==> src/pkg/spc_pkg.sv <==
package spc_pkg;

	// Bus geometry and responses.
	localparam int ADDR_W = 8;
	localparam logic [1:0] RESP_OKAY = 2'h0;
	localparam logic [1:0] RESP_SLVERR = 2'h2;

	// Register byte offsets.
	localparam logic [7:0] OFS_CTRL_ONE = 8'h00;
	localparam logic [7:0] OFS_CTRL_TWO = 8'h04;
	localparam logic [7:0] OFS_RATE = 8'h08;
	localparam logic [7:0] OFS_STATUS = 8'h0C;
	localparam logic [7:0] OFS_DATA = 8'h10;
	localparam logic [7:0] OFS_DIR = 8'h14;
	localparam logic [7:0] OFS_PORT = 8'h18;
	localparam logic [7:0] OFS_IRQ_STAT = 8'h1C;
	localparam logic [7:0] OFS_IRQ_MASK = 8'h20;

	// Reset values.
	localparam logic [7:0] CTRL_ONE_RST = 8'h00;
	localparam logic [7:0] CTRL_TWO_RST = 8'h00;
	localparam logic [2:0] RATE_RST = 3'h0;
	localparam logic [7:0] DIR_RST = 8'h00;
	localparam logic [7:0] PORT_RST = 8'h00;
	localparam logic [1:0] IRQ_RST = 2'h0;

	// Pin positions within the shared port.
	localparam int PIN_MISO = 4;
	localparam int PIN_MOSI = 5;
	localparam int PIN_SCK = 6;
	localparam int PIN_SS = 7;

	// Interrupt status bit positions.
	localparam int IRQ_DONE = 0;
	localparam int IRQ_MODE_FAULT_FLAG = 1;

	// Last serial clock edge index of a byte (sixteen edges).
	localparam logic [4:0] LAST_EDGE = 5'h0F;

	// Control register one layout.
	typedef struct packed {
		logic transfer_irq_enable;
		logic serial_enable_bit;
		logic rsvd5;
		logic controller_role_bit;
		logic clock_idle_level;
		logic clock_phase_select;
		logic select_out_enable;
		logic lsb_first;
	} spc_ctrl_one_t;

	// Status register layout.
	typedef struct packed {
		logic transfer_done_flag;
		logic write_collision_flag;
		logic rsvd5;
		logic mode_fault_flag;
		logic data_suspect_flag;
		logic [2:0] rsvd;
	} spc_status_t;

	// Shifter states.
	typedef enum {
		SH_IDLE,
		SH_RUN
	} spc_shift_state_t;

	// Reverses bit order for least-significant-bit-first transfers.
	function automatic logic [7:0] spc_reverse(input logic [7:0] d);
		logic [7:0] r;
		r = 8'h00;
		for (int i = 0; i < 8; i++) begin
			r[i] = d[7 - i];
		end
		return r;
	endfunction

endpackage

==> src/verilog/spc_rate_div.sv <==
`timescale 1ns/1ps
module spc_rate_div #(
	parameter int SEL_W = 3,
	parameter int CNT_W = 8
) (
	// Clock and reset
	input wire logic aclk,
	input wire logic aresetn,
	// Control
	input wire logic en,
	input wire logic [SEL_W-1:0] sel,
	// Half serial period strobe
	output logic tick
);
	import spc_pkg::*;

	// The largest half period is two to the power of the top select value.
	if (CNT_W < (1 << SEL_W)) begin : g_chk
		$error("spc_rate_div: CNT_W too small for SEL_W");
	end

	logic [CNT_W-1:0] cnt_reg;
	logic [CNT_W-1:0] cnt_next;
	wire [CNT_W-1:0] half_m1 = (CNT_W'(1) << sel) - CNT_W'(1);

	// The strobe fires every half serial period while enabled.
	assign tick = en & (cnt_reg == half_m1);
	assign cnt_next = (!en || tick) ? '0 : cnt_reg + CNT_W'(1);

	// Counter restarts whenever the divider is held off.
	always_ff @(posedge aclk) begin
		if (!aresetn) begin
			cnt_reg <= '0;
		end else begin
			cnt_reg <= cnt_next;
		end
	end

endmodule

==> src/verilog/spc_shifter.sv <==
`timescale 1ns/1ps
module spc_shifter (
	// Clock and reset
	input wire logic aclk,
	input wire logic aresetn,
	// Control
	input wire logic step,
	input wire logic start,
	input wire logic [7:0] tx_data,
	input wire logic lsb_first,
	input wire logic idle_level,
	input wire logic phase,
	// Serial data in, already synchronised
	input wire logic miso,
	// Serial outputs
	output logic sck,
	output logic mosi,
	// Status
	output logic busy,
	output logic done,
	output logic [7:0] rx_data
);
	import spc_pkg::*;

	spc_shift_state_t state_reg;
	logic [7:0] sh_reg;
	logic [4:0] edge_reg;
	logic sck_ph_reg;
	logic mosi_reg;
	logic done_reg;
	logic [7:0] rx_reg;

	// Even edges are leading edges; phase picks which edge samples.
	wire sample_now = (edge_reg[0] == phase);
	wire [7:0] sh_in = sample_now ? {sh_reg[6:0], miso} : sh_reg;
	wire last = (edge_reg == LAST_EDGE);
	wire [7:0] tx_ord = lsb_first ? spc_reverse(tx_data) : tx_data;
	wire [7:0] rx_ord = lsb_first ? spc_reverse(sh_in) : sh_in;

	// Outputs from flip-flops; the clock is also XORed with the idle level.
	assign sck = sck_ph_reg ^ idle_level;
	assign mosi = mosi_reg;
	assign busy = (state_reg == SH_RUN);
	assign done = done_reg;
	assign rx_data = rx_reg;

	// One serial edge per step; done pulses after the sixteenth edge.
	always_ff @(posedge aclk) begin
		if (!aresetn) begin
			state_reg <= SH_IDLE;
			sh_reg <= 8'h00;
			edge_reg <= 5'h00;
			sck_ph_reg <= 1'b0;
			mosi_reg <= 1'b0;
			done_reg <= 1'b0;
			rx_reg <= 8'h00;
		end else begin
			done_reg <= 1'b0;
			case (state_reg)
				SH_IDLE: begin
					if (start) begin
						state_reg <= SH_RUN;
						sh_reg <= tx_ord;
						edge_reg <= 5'h00;
						sck_ph_reg <= 1'b0;
						if (!phase) begin
							mosi_reg <= tx_ord[7];
						end
					end
				end
				SH_RUN: begin
					if (step) begin
						sck_ph_reg <= ~sck_ph_reg;
						sh_reg <= sh_in;
						edge_reg <= edge_reg + 5'h01;
						if (!sample_now) begin
							mosi_reg <= sh_reg[7];
						end
						if (last) begin
							state_reg <= SH_IDLE;
							done_reg <= 1'b1;
							rx_reg <= rx_ord;
							sck_ph_reg <= 1'b0;
						end
					end
				end
				default: begin
					state_reg <= SH_IDLE;
				end
			endcase
		end
	end

endmodule

==> src/verilog/spc_top.sv <==
`timescale 1ns/1ps
module spc_top (
	// Clock and reset
	input wire logic aclk,
	input wire logic aresetn,
	// AXI4-Lite write address
	input wire logic [spc_pkg::ADDR_W-1:0] awaddr,
	input wire logic awvalid,
	output logic awready,
	// AXI4-Lite write data
	input wire logic [31:0] wdata,
	input wire logic [3:0] wstrb,
	input wire logic wvalid,
	output logic wready,
	// AXI4-Lite write response
	output logic [1:0] bresp,
	output logic bvalid,
	input wire logic bready,
	// AXI4-Lite read address
	input wire logic [spc_pkg::ADDR_W-1:0] araddr,
	input wire logic arvalid,
	output logic arready,
	// AXI4-Lite read data
	output logic [31:0] rdata,
	output logic [1:0] rresp,
	output logic rvalid,
	input wire logic rready,
	// Power mode from the processor
	input wire logic stop_mode,
	// Shared port pins
	input wire logic [7:0] shared_port_pins_in,
	output logic [7:0] shared_port_pins_out,
	output logic [7:0] shared_port_pins_oe_n,
	// Interrupt request
	output logic irq
);
	import spc_pkg::*;

	// Bus state.
	logic aw_have_reg;
	logic [ADDR_W-1:0] aw_addr_reg;
	logic w_have_reg;
	logic [7:0] w_data_reg;
	logic w_lane_reg;
	logic bvalid_reg;
	logic [1:0] bresp_reg;
	logic rvalid_reg;
	logic [31:0] rdata_reg;
	logic [1:0] rresp_reg;

	// Register bank.
	spc_ctrl_one_t ctrl_reg;
	logic [7:0] ctrl_two_reg;
	logic [2:0] rate_reg;
	logic [7:0] dir_reg;
	logic [7:0] port_reg;
	logic [1:0] irq_stat_reg;
	logic [1:0] irq_mask_reg;
	logic done_flag_reg;
	logic wcol_flag_reg;
	logic mode_fault_flag_flag_reg;
	logic suspect_flag_reg;
	logic arm_data_reg;
	logic arm_mode_fault_flag_reg;

	// Pin synchroniser and pin drivers.
	logic [7:0] pin_meta_reg;
	logic [7:0] pin_sync_reg;
	logic [7:0] pin_out_reg;
	logic [7:0] pin_oe_n_reg;
	logic [7:0] pin_out_next;
	logic [7:0] pin_oe_n_next;

	// Core signals.
	logic tick;
	logic sh_sck;
	logic sh_mosi;
	logic sh_busy;
	logic sh_done;
	logic [7:0] sh_rx;

	// True for every offset that holds a register.
	function automatic logic is_mapped(input logic [ADDR_W-1:0] a);
		return (a == OFS_CTRL_ONE) || (a == OFS_CTRL_TWO) ||
			(a == OFS_RATE) || (a == OFS_STATUS) || (a == OFS_DATA) ||
			(a == OFS_DIR) || (a == OFS_PORT) || (a == OFS_IRQ_STAT) ||
			(a == OFS_IRQ_MASK);
	endfunction

	// Channel handshakes; one write and one read in flight at most.
	assign awready = ~aw_have_reg & ~bvalid_reg;
	assign wready = ~w_have_reg & ~bvalid_reg;
	assign arready = ~rvalid_reg;
	assign bvalid = bvalid_reg;
	assign bresp = bresp_reg;
	assign rvalid = rvalid_reg;
	assign rdata = rdata_reg;
	assign rresp = rresp_reg;

	// Write decode, done once both address and data are held.
	wire wr_fire = aw_have_reg & w_have_reg & ~bvalid_reg;
	wire wr_en = wr_fire & w_lane_reg;
	wire wr_ctrl_one = wr_en & (aw_addr_reg == OFS_CTRL_ONE);
	wire wr_ctrl_two = wr_en & (aw_addr_reg == OFS_CTRL_TWO);
	wire wr_rate = wr_en & (aw_addr_reg == OFS_RATE);
	wire wr_data = wr_en & (aw_addr_reg == OFS_DATA);
	wire wr_dir = wr_en & (aw_addr_reg == OFS_DIR);
	wire wr_port = wr_en & (aw_addr_reg == OFS_PORT);
	wire wr_irq_stat = wr_en & (aw_addr_reg == OFS_IRQ_STAT);
	wire wr_irq_mask = wr_en & (aw_addr_reg == OFS_IRQ_MASK);

	// Read decode, taken in the address handshake cycle.
	wire rd_fire = arvalid & arready;
	wire rd_status = rd_fire & (araddr == OFS_STATUS);
	wire rd_data = rd_fire & (araddr == OFS_DATA);

	// Core gating: the enable bit and stop mode; wait mode gates nothing.
	wire core_en = ctrl_reg.serial_enable_bit & ~stop_mode;
	wire serial_on = ctrl_reg.serial_enable_bit & ctrl_reg.controller_role_bit;
	wire start = wr_data & ~sh_busy & core_en & ctrl_reg.controller_role_bit;

	// Flag set and clear terms.
	wire wcol_set = wr_data & sh_busy;
	wire clr_data = arm_data_reg & (rd_data | wr_data);
	wire clr_mode_fault_flag = arm_mode_fault_flag_reg & wr_ctrl_one;
	wire mode_fault_flag_set = core_en & ctrl_reg.controller_role_bit &
		~dir_reg[PIN_SS] & ~pin_sync_reg[PIN_SS];
	wire suspect_set = stop_mode & sh_busy;
	wire [1:0] irq_set = {mode_fault_flag_set,
		sh_done & ctrl_reg.transfer_irq_enable};
	wire [1:0] irq_clr = wr_irq_stat ? w_data_reg[1:0] : IRQ_RST;

	// Status view assembled from the flags.
	spc_status_t status_view;
	assign status_view = '{transfer_done_flag: done_flag_reg,
		write_collision_flag: wcol_flag_reg, rsvd5: 1'b0,
		mode_fault_flag: mode_fault_flag_flag_reg, data_suspect_flag: suspect_flag_reg,
		rsvd: 3'h0};

	// Read data selection.
	wire [7:0] rd_byte =
		(araddr == OFS_CTRL_ONE) ? ctrl_reg :
		(araddr == OFS_CTRL_TWO) ? ctrl_two_reg :
		(araddr == OFS_RATE) ? {5'h00, rate_reg} :
		(araddr == OFS_STATUS) ? status_view :
		(araddr == OFS_DATA) ? sh_rx :
		(araddr == OFS_DIR) ? dir_reg :
		(araddr == OFS_PORT) ? pin_sync_reg :
		(araddr == OFS_IRQ_STAT) ? {6'h00, irq_stat_reg} :
		(araddr == OFS_IRQ_MASK) ? {6'h00, irq_mask_reg} : 8'h00;

	// Shared request: sticky status gated by mask; also wakes from wait.
	assign irq = |(irq_stat_reg & irq_mask_reg);

	// Write address and data capture, in either order.
	always_ff @(posedge aclk) begin
		if (!aresetn) begin
			aw_have_reg <= 1'b0;
			aw_addr_reg <= '0;
			w_have_reg <= 1'b0;
			w_data_reg <= 8'h00;
			w_lane_reg <= 1'b0;
		end else begin
			if (awvalid && awready) begin
				aw_have_reg <= 1'b1;
				aw_addr_reg <= awaddr;
			end else if (wr_fire) begin
				aw_have_reg <= 1'b0;
			end
			if (wvalid && wready) begin
				w_have_reg <= 1'b1;
				w_data_reg <= wdata[7:0];
				w_lane_reg <= wstrb[0];
			end else if (wr_fire) begin
				w_have_reg <= 1'b0;
			end
		end
	end

	// Write response and read data; unmapped offsets answer SLVERR.
	always_ff @(posedge aclk) begin
		if (!aresetn) begin
			bvalid_reg <= 1'b0;
			bresp_reg <= RESP_OKAY;
			rvalid_reg <= 1'b0;
			rdata_reg <= 32'h0000_0000;
			rresp_reg <= RESP_OKAY;
		end else begin
			if (wr_fire) begin
				bvalid_reg <= 1'b1;
				bresp_reg <= is_mapped(aw_addr_reg) ? RESP_OKAY : RESP_SLVERR;
			end else if (bready) begin
				bvalid_reg <= 1'b0;
			end
			if (rd_fire) begin
				rvalid_reg <= 1'b1;
				rdata_reg <= {24'h00_0000, rd_byte};
				rresp_reg <= is_mapped(araddr) ? RESP_OKAY : RESP_SLVERR;
			end else if (rready) begin
				rvalid_reg <= 1'b0;
			end
		end
	end

	// Configuration registers on the bus clock, kept through stop.
	always_ff @(posedge aclk) begin
		if (!aresetn) begin
			ctrl_reg <= CTRL_ONE_RST;
			ctrl_two_reg <= CTRL_TWO_RST;
			rate_reg <= RATE_RST;
			dir_reg <= DIR_RST;
			port_reg <= PORT_RST;
			irq_mask_reg <= IRQ_RST;
		end else begin
			if (wr_ctrl_one) ctrl_reg <= w_data_reg;
			if (wr_ctrl_two) ctrl_two_reg <= w_data_reg;
			if (wr_rate) rate_reg <= w_data_reg[2:0];
			if (wr_dir) dir_reg <= w_data_reg;
			if (wr_port) port_reg <= w_data_reg;
			if (wr_irq_mask) irq_mask_reg <= w_data_reg[1:0];
		end
	end

	// Status flags; a set in the clearing cycle wins over the clear.
	always_ff @(posedge aclk) begin
		if (!aresetn) begin
			done_flag_reg <= 1'b0;
			wcol_flag_reg <= 1'b0;
			mode_fault_flag_flag_reg <= 1'b0;
			suspect_flag_reg <= 1'b0;
			irq_stat_reg <= IRQ_RST;
		end else begin
			done_flag_reg <= sh_done | (done_flag_reg & ~clr_data);
			wcol_flag_reg <= wcol_set | (wcol_flag_reg & ~clr_data);
			mode_fault_flag_flag_reg <= mode_fault_flag_set | (mode_fault_flag_flag_reg & ~clr_mode_fault_flag);
			suspect_flag_reg <= suspect_set | (suspect_flag_reg & ~clr_data);
			irq_stat_reg <= irq_set | (irq_stat_reg & ~irq_clr);
		end
	end

	// First steps of the clearing sequences: a status read with flags set.
	always_ff @(posedge aclk) begin
		if (!aresetn) begin
			arm_data_reg <= 1'b0;
			arm_mode_fault_flag_reg <= 1'b0;
		end else begin
			if (rd_status && (done_flag_reg || wcol_flag_reg)) begin
				arm_data_reg <= 1'b1;
			end else if (clr_data) begin
				arm_data_reg <= 1'b0;
			end
			if (rd_status && mode_fault_flag_flag_reg) begin
				arm_mode_fault_flag_reg <= 1'b1;
			end else if (clr_mode_fault_flag) begin
				arm_mode_fault_flag_reg <= 1'b0;
			end
		end
	end

	// Two-flop synchroniser on all port inputs.
	always_ff @(posedge aclk) begin
		if (!aresetn) begin
			pin_meta_reg <= 8'h00;
			pin_sync_reg <= 8'h00;
		end else begin
			pin_meta_reg <= shared_port_pins_in;
			pin_sync_reg <= pin_meta_reg;
		end
	end

	// Per-pin function: serial role on the upper four pins, else port I/O.
	for (genvar i = 0; i < 8; i++) begin : g_pin
		if (i == PIN_MOSI) begin : g_mosi
			assign pin_out_next[i] = serial_on ? sh_mosi : port_reg[i];
			assign pin_oe_n_next[i] = ~dir_reg[i];
		end else if (i == PIN_SCK) begin : g_sck
			assign pin_out_next[i] = serial_on ? sh_sck : port_reg[i];
			assign pin_oe_n_next[i] = ~dir_reg[i];
		end else if (i == PIN_SS) begin : g_ss
			assign pin_out_next[i] =
				(serial_on & ctrl_reg.select_out_enable) ? ~sh_busy :
				port_reg[i];
			assign pin_oe_n_next[i] = ~dir_reg[i];
		end else if (i == PIN_MISO) begin : g_miso
			assign pin_out_next[i] = port_reg[i];
			assign pin_oe_n_next[i] = ~(dir_reg[i] & ~serial_on);
		end else begin : g_gpio
			assign pin_out_next[i] = port_reg[i];
			assign pin_oe_n_next[i] = ~dir_reg[i];
		end
	end

	// Registered pin drivers; all pins released during reset.
	always_ff @(posedge aclk) begin
		if (!aresetn) begin
			pin_out_reg <= 8'h00;
			pin_oe_n_reg <= 8'hFF;
		end else begin
			pin_out_reg <= pin_out_next;
			pin_oe_n_reg <= pin_oe_n_next;
		end
	end

	assign shared_port_pins_out = pin_out_reg;
	assign shared_port_pins_oe_n = pin_oe_n_reg;

	// Rate divider runs only for an enabled core with a byte in flight.
	spc_rate_div #(
		.SEL_W(3),
		.CNT_W(8)
	) u_div (
		.aclk(aclk),
		.aresetn(aresetn),
		.en(core_en & sh_busy),
		.sel(rate_reg),
		.tick(tick)
	);

	// Shift engine; freezes in place while the core is held off.
	spc_shifter u_shift (
		.aclk(aclk),
		.aresetn(aresetn),
		.step(tick),
		.start(start),
		.tx_data(w_data_reg),
		.lsb_first(ctrl_reg.lsb_first),
		.idle_level(ctrl_reg.clock_idle_level),
		.phase(ctrl_reg.clock_phase_select),
		.miso(pin_sync_reg[PIN_MISO]),
		.sck(sh_sck),
		.mosi(sh_mosi),
		.busy(sh_busy),
		.done(sh_done),
		.rx_data(sh_rx)
	);

endmodule
==> config.mk <==
export PLATFORM = sky130hd
export DESIGN_NAME = spc_top
export DESIGN_NICKNAME = d
export VERILOG_FILES = /design/src/pkg/spc_pkg.sv /design/src/verilog/spc_rate_div.sv /design/src/verilog/spc_shifter.sv /design/src/verilog/spc_top.sv
export SDC_FILE = /design/constraint.sdc
export NUM_CORES = 1
export LEC_CHECK = 0
export ABC_CLOCK_PERIOD_IN_PS = 5600
export BUFFER_PORTS_ARGS = -buffer_cell sky130_fd_sc_hd__buf_2
export CORE_UTILIZATION = 46
export DETAILED_ROUTE_END_ITERATION = 8
export PLACE_DENSITY = 0.69
export SYNTH_ARGS = -nofsm -noshare
export SYNTH_HDL_FRONTEND = slang
export SYNTH_SLANG_ARGS = --single-unit
==> constraint.sdc <==
create_clock -name aclk -period 5.6 [get_ports aclk]
set_clock_uncertainty 0.05 [all_clocks]
set_input_delay 0.28 -clock aclk [delete_from_list [all_inputs] [get_ports aclk]]
set_output_delay 0.28 -clock aclk [all_outputs]
set_load 0.005 [all_outputs]
==> impl_metrics.yaml <==
run_status:
  status: "finished clean"
clock_network:
  cts.clk_slew.worst_paths_ns: 0.06
  ctsResizeCount: 0
  htreeDepth: 4
  worstSkewPairLatency_ns: 0.42
  clock-root-buffer: "clkbuf_16"
  cts_tree: "yes"
  cts_sinks: 141
  clk_path_buf_depth: 2
  cts_buffers: 17
yosys:
  syn_area_um2: 6250
  yosysMostFrequentCell: "dfxtp_1"
  synth_cell_type_count: 57
  synth_top_area_frac: 0.451
  yosysSeqAreaShare: 0.451
  synthCells: 729
  synth_ff_type: "dfxtp_1"
  synth_edf_count: 0
  synth_area_leaders: "dfxtp_1 45%, mux2i_1 7.4%, nand2_1 6.2%"
  avgSynthCellArea_um2: 8.58
  ys_ff_latch: 141
  synthTopCellsByCount: "141 x dfxtp_1, 104 x nand2_1, 72 x nor2_1, 62 x a21oi_1, 46 x mux2i_1"
  yosysWarnings: 0
  synthArstFlopShare: 0
  synth_top_area_cell: "dfxtp_1"
critical_path:
  critPathMaxStageDelay_ns: 0.60
  slowest_stage: "dfxtp_1"
  crit_chain: "nand2_1, a211o_1, a22o_1, nand4bb_4, o21ai_4, mux2i_1, nor2_1"
  critical_path.max_fanout: 22
  critPathArrivalTime_ns: 2.94
  crit_path_start_kind: "register"
  path_class: "register to register"
  crit_required_ns: 5.83
  end_kind: "register"
  crit_buf_inv: 0
  crit_family: "compound AO/OA/AOI/OAI gates"
die:
  die_h_um: 119
  initial_core_util: 0.472
  fp-row-count: 42
  die_area_um2: 14100
  die_w_um: 119
  core_area_um2: 13200
  io_pins: 126
grt:
  grt-ovfl-total: 0
  grt_max_degree: 64
  grt_pass1_wl_um: 24900
  antenna_found_initial: 0
  grt_usage: 0.226
  grt_pass1_vias: 5056
finish:
  areaGrowthSynthToFinish_pct: 15.2
  regArea_um2: 2820
  fillers: 1232
  multi_input_area_um2: 3080
  finalNonFillerCells: 970
  fin_nets: 852
  num_antenna_cells: 0
  drive_above_1_share: 0.162
  final_cell_area_um2: 7210
power_and_ir_drop:
  seq_power_share: 0.446
  leakagePower_nw: 2.93
  p_sw_mw: 0.538
  clkPwrFrac: 0.504
  swShare: 0.230
  intPower_mw: 1.80
  ir_drop_mv: 0.167
  power_frac_comb: 0.050
  powerDensity_nw_per_um2: 325
job:
  maxCapViolations: 0
sta:
  slew_viol_final: 0
  setup_viol: 0
  setup_tns_ns: 0
  timing.fmax_mhz: 370
  tightest_slew_ns: 0.946
  holdWs_ns: 0.0123
  rsz0062_at_grt: "false"
  period_share: 0.483
  fin_ws_ns: 2.89
  fin_crit_ns: 2.71
  hold_viol: 0
  slew_headroom: 0.368
detailed_routing:
  wire_per_inst_um: 15.8
  wirelength_um: 15300
  first_iter_violations: 461
  vias: 5308
  drc: 0
  routed_via_density: 5.47
  ant_nets: 0
  firstDrtPassIters: 5
placement:
  dp.cells: 937
  port_buffers: 72
  post-dp-hpwl_um: 10500
  placed_area_um2: 6570
  gp_congestion: 0.881
  dp_slack_ns: 2.95
hold_path:
  min-delay-path-class: "input pin to register"
[stage by stage]
step / power (mW) / utilization
detailed placement: 1.18 / 0.496
global route: 2.42 / 0.544
CTS: 2.35 / 0.544
finish: 2.34 / 0.544
floorplan: 1.15 / -
global placement: 1.18 / 0.496
[power groups by stage]
stage	logic [mW]	clock network [mW]	registers [mW]
global placement	0.114	0	1.07
detailed placement	0.116	0	1.07
floorplan	0.0943	0	1.05
CTS	0.117	1.19	1.04
global route	0.132	1.24	1.05
finish	0.118	1.18	1.04
[routing by layer]
layer | up-vias | GRT usage | share of wire
li1 | 2577 | - | -
met1 | 2508 | 0.281 | 0.43
met2 | 184 | 0.369 | 0.47
met3 | 39 | 0.0560 | 0.066
met4 | 0 | 0.0981 | 0.032
met5 | - | 0 | 0
[cell type report]
type | instances | area share
repair buffers | 77 | 0.0556
inverters | 16 | 0.00833
well taps | 176 | 0.0306
multi-input cells | 528 | 0.427
clock buffers | 21 | 0.0653
flip-flops and latches | 141 | 0.392
clock inverters | 11 | 0.0214
[cells in the final DEF, fill, tap and decap left out, types with 7 or more instances in the layout]
| cell | count |
|---|---|
| a22oi_1 | 7 |
| o211ai_1 | 10 |
| mux2_2 | 13 |
| inv_1 | 15 |
| o21ai_0 | 34 |
| nor2_1 | 72 |
| buf_2 | 72 |
| nand3_1 | 27 |
| clkbuf_16 | 17 |
| nor2b_1 | 9 |
| nand2_1 | 104 |
| dfxtp_1 | 141 |
| a21oi_1 | 62 |
| and2_1 | 23 |
| conb_1 | 26 |
| mux2i_1 | 46 |
[kinds of logic after synthesis]
kind of cell,synth area share
AOI/OAI and AO/OA,0.150
xor gates and xnor gates,0.0154
adders and majority gates,0.00600
buffers and inverters,0.0716
DFF,0.451
muxes,0.0970
other,0.000600
and+or+nand+nor,0.208
[final timing paths]
path,cells past startpoint,slack [ns],end,startpoint
setup / recovery,7,2.89,u_shift.sck_ph_reg,rate_reg[0]
hold / removal,2,0.01,pin_meta_reg[3],shared_port_pins_in[3]
setup reg to reg,7,2.89,u_shift.sck_ph_reg,rate_reg[0]
hold reg to reg,1,0.36,shared_port_pins_oe_n[2],dir_reg[2]
[timing repair]
| item | CTS | global route |
|---|---|---|
| hold buffers | 1 | 0 |
| buffers inserted | 0 | 0 |
| endpoints found under the hold margin | 1 | 0 |
No activity file was read; power rests on OpenSTA's default activity.
